File: src/verilog/cocd_defines.svh
// constants for the code option configuration decoder
`ifndef COCD_DEFINES_SVH
`define COCD_DEFINES_SVH
// ======================================================
// register byte addresses (one aligned word each)
`define COCD_ADDR_WORD0 12'h000
`define COCD_ADDR_WORD1 12'h004
`define COCD_ADDR_WORD2 12'h008
`define COCD_ADDR_WORD3 12'h00C
`define COCD_ADDR_STATUS 12'h010
`define COCD_ADDR_ADCRAW 12'h014
`define COCD_ADDR_ADCOUT 12'h018
// ======================================================
// word 0 field positions
`define COCD_W0_SPEED 10
`define COCD_W0_POWER 9
`define COCD_W0_BOR_HI 8
`define COCD_W0_BOR_LO 7
`define COCD_W0_RSTPIN 6
`define COCD_W0_WDT_N 5
`define COCD_W0_GLITCH 4
`define COCD_W0_NRE 3
`define COCD_W0_PR_HI 2
`define COCD_W0_PR_LO 0
`define COCD_W0_SPARE_HI 14
`define COCD_W0_SPARE_LO 11
// word 1 field positions
`define COCD_W1_FSS_HI 14
`define COCD_W1_FSS_LO 13
`define COCD_W1_TRIM_HI 12
`define COCD_W1_TRIM_LO 7
`define COCD_W1_RCM_HI 6
`define COCD_W1_RCM_LO 5
`define COCD_W1_OSC_HI 3
`define COCD_W1_OSC_LO 1
`define COCD_W1_CKOUT 0
// word 2 field positions
`define COCD_W2_SRC_HI 11
`define COCD_W2_SRC_LO 8
`define COCD_W2_REF 6
`define COCD_W2_I2C 4
// word 3 field positions
`define COCD_W3_LPF 14
`define COCD_W3_ADC_RESULT_ALIGN 11
`define COCD_W3_TAG_HI 5
`define COCD_W3_TAG_LO 0
// ======================================================
// reset values of the captured words (the unprogrammed defaults)
`define COCD_W0_RESET 15'h7DFF
`define COCD_W1_RESET 15'h7FF7
`define COCD_W2_RESET 15'h3FD2
`define COCD_W3_RESET 15'h7FFF
// ======================================================
// brown-out qualifying time and derived cycle count
`define COCD_BOR_QUAL_NS 5000
`define COCD_CLK_PERIOD_NS 5
`define COCD_BOR_QUAL_CYC (`COCD_BOR_QUAL_NS / `COCD_CLK_PERIOD_NS)
`define COCD_BOR_CNT_W 10
// glitch filter widths in main-clock periods
`define COCD_GLITCH_SHORT 6'h08
`define COCD_GLITCH_LONG 6'h20
// protection codes
`define COCD_PROT_ON 3'h0
`define COCD_PROT_OFF 3'h7
`endif

File: src/verilog/cocd_pkg.sv
// types shared by the code option configuration decoder
package cocd_pkg;
    // cpu operating modes as reported by the core
    typedef enum logic [1:0] {
        COCD_CPU_NORMAL = 2'h0,
        COCD_CPU_GREEN = 2'h1,
        COCD_CPU_IDLE = 2'h3,
        COCD_CPU_SLEEP = 2'h2
    } cocd_cpu_mode_t;
    // main oscillator modes
    typedef enum logic [2:0] {
        COCD_OSC_IRC_CKOUT = 3'h0,
        COCD_OSC_IRC_IO = 3'h1,
        COCD_OSC_LOW_CRYSTAL_ONE_MODE = 3'h4,
        COCD_OSC_XT = 3'h5,
        COCD_OSC_HIGH_CRYSTAL_TWO_MODE = 3'h6,
        COCD_OSC_HIGH_CRYSTAL_ONE_MODE = 3'h7
    } cocd_osc_mode_t;
    // brown-out qualify state machine, gray coded
    typedef enum logic [1:0] {
        COCD_BOR_OK = 2'h0,
        COCD_BOR_DIP = 2'h1,
        COCD_BOR_TRIP = 2'h3
    } cocd_bor_state_t;
endpackage

File: src/verilog/cocd_decoder.sv
// code option configuration decoder with apb read-back
//
// Operation
// - reset speed bit picks green or normal
// - power tier bit picks low or high
// - brown-out resets only after qualifying dip time
// - reset pin select enables reset, clears pullup
// - watchdog enable bit is active low
// - glitch select picks 8 or 32 periods
// - low crystal mode forces 8 period width
// - filter enable, forced off in low modes
// - protect all zero on, all one off
// - sub oscillator select crystal or rc
// - watchdog clock always 16kHz
// - fast rc trim applied to main rc
// - fast rc frequency field selects frequency
// - main oscillator field selects crystal or rc
// - clock out bit drives cycle clock, in rc main oscillator modes only
// - slow rc trim applied to sub rc
// - rc reference bandgap or regulator
// - i2c pins beside uart or spi
// - low pass strength heavy or light
// - adc alignment picks result layout
// - aligned low layout clears high nibble
`timescale 1ns/1ps
`include "cocd_defines.svh"

module cocd_decoder (
    // clock and reset
    input wire logic pclk,
    input wire logic presetn,
    // apb slave
    input wire logic psel,
    input wire logic penable,
    input wire logic pwrite,
    input wire logic [11:0] paddr,
    input wire logic [31:0] pwdata,
    output logic [31:0] prdata,
    output logic pready,
    output logic pslverr,
    // programmed option words from the one-time memory
    input wire logic [14:0] otp_word0,
    input wire logic [14:0] otp_word1,
    input wire logic [14:0] otp_word2,
    input wire logic [14:0] otp_word3,
    // live system inputs
    input wire cocd_pkg::cocd_cpu_mode_t cpu_mode,
    input wire logic supply_below_trip,
    input wire logic [11:0] adc_result,
    // power, reset and watchdog settings
    output logic reset_speed_select,
    output logic power_tier_select,
    output logic [1:0] brownout_level_select,
    output logic brownout_enable,
    output logic brownout_reset,
    output logic ext_reset_pin_select,
    output logic pin57_pullup_ctl_init,
    output logic watchdog_enable,
    output logic watchdog_clk_16k,
    // noise filter
    output logic glitch_filter_on,
    output logic [5:0] glitch_width,
    // protection
    output logic code_protect,
    // oscillators
    output logic sub_crystal_mode,
    output logic sub_rc_32k,
    output logic sub_pins_io,
    output logic [5:0] fast_rc_trim,
    output logic [1:0] fast_rc_freq_select,
    output logic [2:0] main_osc_select,
    output logic main_is_rc,
    output logic clock_out_pin_io,
    output logic clock_out_enable,
    output logic [3:0] slow_rc_trim,
    output logic rc_reference_select,
    // routing, filter, adc
    output logic i2c_pin_route,
    output logic input_lowpass_strength,
    output logic adc_result_align,
    output logic [7:0] adc_result_high,
    output logic [7:0] adc_result_low,
    output logic [5:0] customer_tag
);
    import cocd_pkg::*;

    // ======================================================
    // state record
    typedef struct packed {
        logic [14:0] w0;              // captured power/reset word
        logic [14:0] w1;              // captured oscillator word
        logic [14:0] w2;              // captured trim/routing word
        logic [14:0] w3;              // captured filter/adc word
        logic loaded;                 // words have been captured
        cocd_bor_state_t bor_st;      // brown-out qualify state
        logic [`COCD_BOR_CNT_W-1:0] bor_cnt; // dip length counter
        logic bor_rst;                // qualified brown-out reset
        logic filt_on;                // effective filter enable
        logic [5:0] filt_w;           // effective filter width
        logic [7:0] adc_hi;           // aligned high result
        logic [7:0] adc_lo;           // aligned low result
        logic [31:0] rdata;           // apb read data
        logic rdy;                    // apb ready
        logic err;                    // apb slave error
    } cocd_state_t;

    cocd_state_t st;
    cocd_state_t next_st;

    // reset image: unprogrammed defaults, nothing else qualified
    localparam cocd_state_t COCD_RESET_ST = '{
        w0: `COCD_W0_RESET, w1: `COCD_W1_RESET,
        w2: `COCD_W2_RESET, w3: `COCD_W3_RESET,
        loaded: 1'b0, bor_st: COCD_BOR_OK,
        bor_cnt: '0, bor_rst: 1'b0, filt_on: 1'b0,
        filt_w: `COCD_GLITCH_LONG, adc_hi: 8'h00, adc_lo: 8'h00,
        rdata: 32'h0000_0000, rdy: 1'b0, err: 1'b0
    };

    localparam logic [`COCD_BOR_CNT_W-1:0] COCD_BOR_LAST =
        `COCD_BOR_CNT_W'(`COCD_BOR_QUAL_CYC - 1);

    // ======================================================
    // combinational next state
    always_comb begin
        logic low_mode;
        logic lxt;
        logic bor_on;
        logic setup;
        low_mode = 1'b0;
        lxt = 1'b0;
        bor_on = 1'b0;
        setup = 1'b0;
        next_st = st;

        // capture on the first clock after release, then hold;
        // the words are never writable over the bus
        if (!st.loaded) begin
            next_st.w0 = otp_word0;
            next_st.w1 = otp_word1;
            next_st.w2 = otp_word2;
            next_st.w3 = otp_word3;
            next_st.loaded = 1'b1;
        end

        // brown-out: only a dip held for the full time trips
        bor_on = (st.w0[`COCD_W0_BOR_HI:`COCD_W0_BOR_LO] != 2'h3);
        case (st.bor_st)
            COCD_BOR_OK: begin
                next_st.bor_cnt = '0;
                if (bor_on && supply_below_trip) begin
                    next_st.bor_st = COCD_BOR_DIP;
                end
            end
            COCD_BOR_DIP: begin
                // a short dip returns to ok without reset
                if (!bor_on || !supply_below_trip) begin
                    next_st.bor_st = COCD_BOR_OK;
                end else if (st.bor_cnt == COCD_BOR_LAST) begin
                    next_st.bor_st = COCD_BOR_TRIP;
                end else begin
                    next_st.bor_cnt = st.bor_cnt + 1'b1;
                end
            end
            COCD_BOR_TRIP: begin
                // hold reset request until supply recovers
                if (!bor_on || !supply_below_trip) begin
                    next_st.bor_st = COCD_BOR_OK;
                end
            end
            default: begin
                next_st.bor_st = COCD_BOR_OK;
            end
        endcase
        next_st.bor_rst = (next_st.bor_st == COCD_BOR_TRIP);

        // noise filter: off in green, idle and sleep
        low_mode = (cpu_mode != COCD_CPU_NORMAL);
        next_st.filt_on = st.w0[`COCD_W0_NRE] && !low_mode;
        lxt = (st.w1[`COCD_W1_OSC_HI:`COCD_W1_OSC_LO] == COCD_OSC_LOW_CRYSTAL_ONE_MODE);
        if (lxt || !st.w0[`COCD_W0_GLITCH]) begin
            next_st.filt_w = `COCD_GLITCH_SHORT;
        end else begin
            next_st.filt_w = `COCD_GLITCH_LONG;
        end

        // adc result layout
        if (st.w3[`COCD_W3_ADC_RESULT_ALIGN]) begin
            next_st.adc_hi = adc_result[11:4];
            next_st.adc_lo = {4'h0, adc_result[3:0]};
        end else begin
            next_st.adc_hi = {4'h0, adc_result[11:8]};
            next_st.adc_lo = adc_result[7:0];
        end

        // apb: zero wait, answer in the access cycle
        setup = psel && !penable;
        next_st.rdy = setup;
        next_st.err = 1'b0;
        next_st.rdata = 32'h0000_0000;
        if (setup) begin
            case (paddr)
                `COCD_ADDR_WORD0: next_st.rdata = {17'h0, st.w0};
                `COCD_ADDR_WORD1: next_st.rdata = {17'h0, st.w1};
                `COCD_ADDR_WORD2: next_st.rdata = {17'h0, st.w2};
                `COCD_ADDR_WORD3: next_st.rdata = {17'h0, st.w3};
                `COCD_ADDR_STATUS: begin
                    next_st.rdata = {25'h0, st.filt_w, st.bor_rst};
                end
                `COCD_ADDR_ADCOUT: begin
                    next_st.rdata = {16'h0, st.adc_hi, st.adc_lo};
                end
                default: begin
                    // unmapped address
                    next_st.err = 1'b1;
                end
            endcase
            // every register is read only: writes are refused
            if (pwrite) begin
                next_st.err = 1'b1;
                next_st.rdata = 32'h0000_0000;
            end
        end
    end

    // ======================================================
    // state register
    always_ff @(posedge pclk or negedge presetn) begin
        if (!presetn) begin
            st <= COCD_RESET_ST;
        end else begin
            st <= next_st;
        end
    end

    // ======================================================
    // decoded settings from the captured flops; watchdog_clk_16k is tied high
    assign reset_speed_select = st.w0[`COCD_W0_SPEED];
    assign power_tier_select = st.w0[`COCD_W0_POWER];
    assign brownout_level_select =
        st.w0[`COCD_W0_BOR_HI:`COCD_W0_BOR_LO];
    assign brownout_enable = st.w0[`COCD_W0_BOR_HI] &
        st.w0[`COCD_W0_BOR_LO] ? 1'b0 : 1'b1;
    assign brownout_reset = st.bor_rst;
    assign ext_reset_pin_select = st.w0[`COCD_W0_RSTPIN];
    // pull-high initial value follows the select: 0 enables it
    assign pin57_pullup_ctl_init = st.w0[`COCD_W0_RSTPIN];
    assign watchdog_enable = ~st.w0[`COCD_W0_WDT_N];
    // the watchdog always runs from the 16k rc, never the sub clock
    assign watchdog_clk_16k = 1'b1;
    assign glitch_filter_on = st.filt_on;
    assign glitch_width = st.filt_w;
    // only the all-zero code protects; mixed codes leave it open
    assign code_protect =
        (st.w0[`COCD_W0_PR_HI:`COCD_W0_PR_LO] == `COCD_PROT_ON);
    assign sub_crystal_mode = ~st.w1[`COCD_W1_FSS_HI];
    assign sub_rc_32k = st.w1[`COCD_W1_FSS_HI] &
        ~st.w1[`COCD_W1_FSS_LO];
    assign sub_pins_io = st.w1[`COCD_W1_FSS_HI];
    assign fast_rc_trim = st.w1[`COCD_W1_TRIM_HI:`COCD_W1_TRIM_LO];
    assign fast_rc_freq_select =
        st.w1[`COCD_W1_RCM_HI:`COCD_W1_RCM_LO];
    assign main_osc_select = st.w1[`COCD_W1_OSC_HI:`COCD_W1_OSC_LO];
    assign main_is_rc = ~st.w1[`COCD_W1_OSC_HI];
    assign clock_out_pin_io = ~st.w1[`COCD_W1_OSC_HI] &
        st.w1[`COCD_W1_OSC_LO];
    // outside rc mode the bit has no effect
    assign clock_out_enable = ~st.w1[`COCD_W1_OSC_HI] &
        st.w1[`COCD_W1_CKOUT];
    assign slow_rc_trim = st.w2[`COCD_W2_SRC_HI:`COCD_W2_SRC_LO];
    assign rc_reference_select = st.w2[`COCD_W2_REF];
    assign i2c_pin_route = st.w2[`COCD_W2_I2C];
    assign input_lowpass_strength = st.w3[`COCD_W3_LPF];
    assign adc_result_align = st.w3[`COCD_W3_ADC_RESULT_ALIGN];
    assign adc_result_high = st.adc_hi;
    assign adc_result_low = st.adc_lo;
    assign customer_tag = st.w3[`COCD_W3_TAG_HI:`COCD_W3_TAG_LO];

    // apb answer
    assign prdata = st.rdata;
    assign pready = st.rdy;
    assign pslverr = st.err;
endmodule

File: config.mk
export PLATFORM = sky130hd
export DESIGN_NAME = cocd_decoder
export DESIGN_NICKNAME = d
export VERILOG_FILES = /design/src/verilog/cocd_pkg.sv /design/src/verilog/cocd_decoder.sv
export VERILOG_INCLUDE_DIRS = /design/src /design/src/verilog
export SDC_FILE = /design/constraint.sdc
export NUM_CORES = 1
export LEC_CHECK = 0
export ABC_AREA = 1
export BUFFER_PORTS_ARGS = -buffer_cell sky130_fd_sc_hd__buf_2
export CAP_MARGIN = 20
export CELL_PAD_IN_SITES_DETAIL_PLACEMENT = 1
export CELL_PAD_IN_SITES_GLOBAL_PLACEMENT = 1
export CORE_MARGIN = 2
export CORE_UTILIZATION = 40
export CTS_BUF_LIST = sky130_fd_sc_hd__clkbuf_8
export DETAILED_ROUTE_END_ITERATION = 8
export PLACE_DENSITY_LB_ADDON = 0.08
export SLEW_MARGIN = 10
export SYNTH_ARGS = -nofsm -noshare
export SYNTH_HDL_FRONTEND = slang
export SYNTH_SLANG_ARGS = --single-unit
File: constraint.sdc
create_clock -name pclk -period 5.1 [get_ports pclk]
set_clock_uncertainty 0.15 [all_clocks]
set_input_delay 0.51 -clock pclk [delete_from_list [all_inputs] [get_ports pclk]]
set_output_delay 0.51 -clock pclk [all_outputs]
set_load 0.01 [all_outputs]
==> results.json <==
{
  "nets": 813,
  "place_ws_ns": 2.52,
  "grt_pass1_vias": 4294,
  "ctsLongestPathBuffers": 2,
  "die_x_um": 123,
  "io_buffers": 169,
  "ioPinCount": 223,
  "crit_chain": "buf_2 > nor2_1 > nand2_1 > nor2_4 > nand3_4 > nand4_4 > nand2_4 > nor2_1",
  "synth_area_leader_cell": "dfrtp_1",
  "worst_ep_required_time_ns": 5.25,
  "clock_sinks": 111,
  "antenna_found_initial": 1,
  "clock_latency_ns": 0.38,
  "postCtsSetupBuffers": 0,
  "cts.clk_slew.worst_paths_ns": 0.10,
  "routed_wl_mm": 14.6,
  "layout_common_cells": "168 x buf_2, 62 x nor2_1, 58 x nand2_1",
  "vias": 4249,
  "nFillCells": 1672,
  "synthArstFlopShare_pct": 100,
  "overflow": 0,
  "start_util_pct": 41.0,
  "diodes": 0,
  "ys_warn_count": 0,
  "cpMostUsedCell": "nor2_1",
  "seq_area_frac_synth_pct": 49.9,
  "report.final.slew_viol_count": 0,
  "synthFlopType": "dfrtp_1",
  "max_stage_delay_ns": 0.60,
  "relSlewSlack_pct": 34.1,
  "finalSetupTns_ns": 0,
  "setup_ws_ns": 2.94,
  "place_area_um2": 6140,
  "die_height_um": 123,
  "synth_top_area_share_pct": 25.0,
  "wl_per_cell_um": 16.7,
  "p_total_mw": 1.84,
  "period_needed_ns": 2.16,
  "cts_resized": 0,
  "antenna_left": 0,
  "synth_cell_type_count": 37,
  "path_class": "in -> reg",
  "synth_area_um2": 5700,
  "synthTopCellsByArea": "dfrtp_1 25%, dfstp_2 25%, buf_4 11%",
  "min_to": "adc_result_low[1]",
  "grt_pass1_wl_mm": 22.7,
  "core_area_um2": 13900,
  "crit_fanout": 28,
  "drc": 0,
  "cts_max_level": 3,
  "syn_to_final_growth_pct": 11.6,
  "grt_use_total_pct": 19.8,
  "critPathCaptureType": "flop",
  "worst-r2r-setup-slack_ns": 3.01,
  "final_cell_area_um2": 6360,
  "timing.final.crit_share_pct": 42.3,
  "hold_class": "in -> reg",
  "vias_per_cell": 4.87,
  "hold_start": "adc_result[1]",
  "peakVddDrop_uv": 122,
  "reg2reg_depth": 2,
  "hold_buffers": 0,
  "cap_violations": 0,
  "cts_buffers": 9,
  "dpl.hpwl_mm": 11.0,
  "synthesis.area_per_instance_um2": 9.76,
  "cp_slowest_cell": "nor2_4",
  "layout_commonest_cell": "buf_2",
  "root_buffer": "clkbuf_8",
  "gp_congestion": 0.767,
  "rows": 43,
  "ys_ff_latch": 111,
  "fmax_mhz": 464,
  "detail_route.first_pass.iterations": 4,
  "drive_gt1_share_pct": 45.5,
  "r2r_start": "st[70]",
  "setup_viol": 0,
  "holdPathStages": 1,
  "rsz0062_at_grt": "no",
  "status": "finished, final reports clean",
  "tightest_slew_ns": 0.988,
  "p_leak_nw": 3.09,
  "synth-edff-count": 0,
  "finalHoldViolCount": 0,
  "timing.rr.end": "power_tier_select",
  "drt_iter0_markers": 192,
  "cts_tree": "built",
  "grt_max_degree": 80,
  "powerDensity_nw_per_um2": 290,
  "synthCells": 584,
  "die-area_um2": 15200,
  "critPathLaunchType": "input pin",
  "arrival_ns": 2.31
}
[metal layers]
metal	part of all wire, %	GRT usage [%]	routed length [um]	up-vias
met4	1.6	7.03	236	2
met5	0.069	0	10	-
met3	6.1	4.61	889	15
met1	45	26.5	6580	2079
li1	-	-	-	2030
met2	47	31.6	6870	123
[worst max-delay path, delay by kind of cell]
family,cells,cell delay (ns)
buffers and inverters,1,0.10
and+or+nand+nor,7,1.69
[report_power, final]
part	internal, mW	leakage, nW	switching, mW	total, mW
registers	0.973	1.31	0.0498	1.02
logic	0.103	1.66	0.137	0.239
clock network	0.275	0.116	0.304	0.579
[per-stage QoR]
| stage | hold slack [ns] | std cells | util, % |
|---|---|---|---|
| after floorplan | 0.0644 | 604 | - |
| final | 0.0724 | 873 | 45.8 |
| after CTS | 0.0475 | 873 | 45.8 |
| after detailed placement | 0.317 | 857 | 44.3 |
| after global placement | 0.305 | 857 | 44.3 |
| after global routing | 0.0488 | 873 | 45.8 |
[flip-flops by register name, summed over array words and instances (netlist names), 3 cells and up]
name,cells
prdata,16
fast_rc_trim,6
st,42
customer_tag,6
adc_result_high,8
adc_result_low,8
main_osc_select,3
slow_rc_trim,4
[cell families (layout without fill, tap and decap cells)]
family | after synthesis | count (layout) | synth area share, %
other | 2 | 22 | 0.132
DFF | 111 | 111 | 49.9
muxes | 44 | 44 | 8.70
xor gates and xnor gates | 1 | 1 | 0.154
buffers and inverters | 148 | 237 | 16.0
adders and majority gates | 1 | 1 | 0.220
AOI/OAI and AO/OA | 55 | 55 | 5.07
and+or+nand+nor | 222 | 222 | 19.8
[synth_stat cells (all sizes together) (2+ instances only)]
cell type and instances:
a21oi 24, conb 2, mux2 44, nand3b 2, inv 47, nand2 62, nand4 23, nor3 4
nand3 52, a211oi 2, buf 97, clkinv 2, o21ai 26, dfrtp 57, dfstp 54, clkbuf 2
nor2 78
[how the worst max path moves through the flow]
stage	start	end	slack, ns	depth (start not counted)
final	paddr[11]	prdata[3]	2.94	8
after global routing	paddr[9]	prdata[3]	2.80	8
after CTS	paddr[11]	prdata[3]	2.92	8
after detailed placement	paddr[11]	prdata[3]	2.52	8
after global placement	paddr[9]	prdata[4]	2.58	8
after floorplan	paddr[0]	prdata[10]	3.41	8
[layout make-up]
class / count / area (um2) / share of cell area (%)
inverters: 49 / 185 / 2.91
clock inverters: 7 / 90.1 / 1.42
clock buffers: 9 / 124 / 1.95
repair buffers: 172 / 871 / 13.7
flip-flops and latches: 111 / 2850 / 44.8
well taps: 180 / 225 / 3.54
multi-input cells: 345 / 2020 / 31.7
Note: power is estimated with default switching activity, not from simulation.
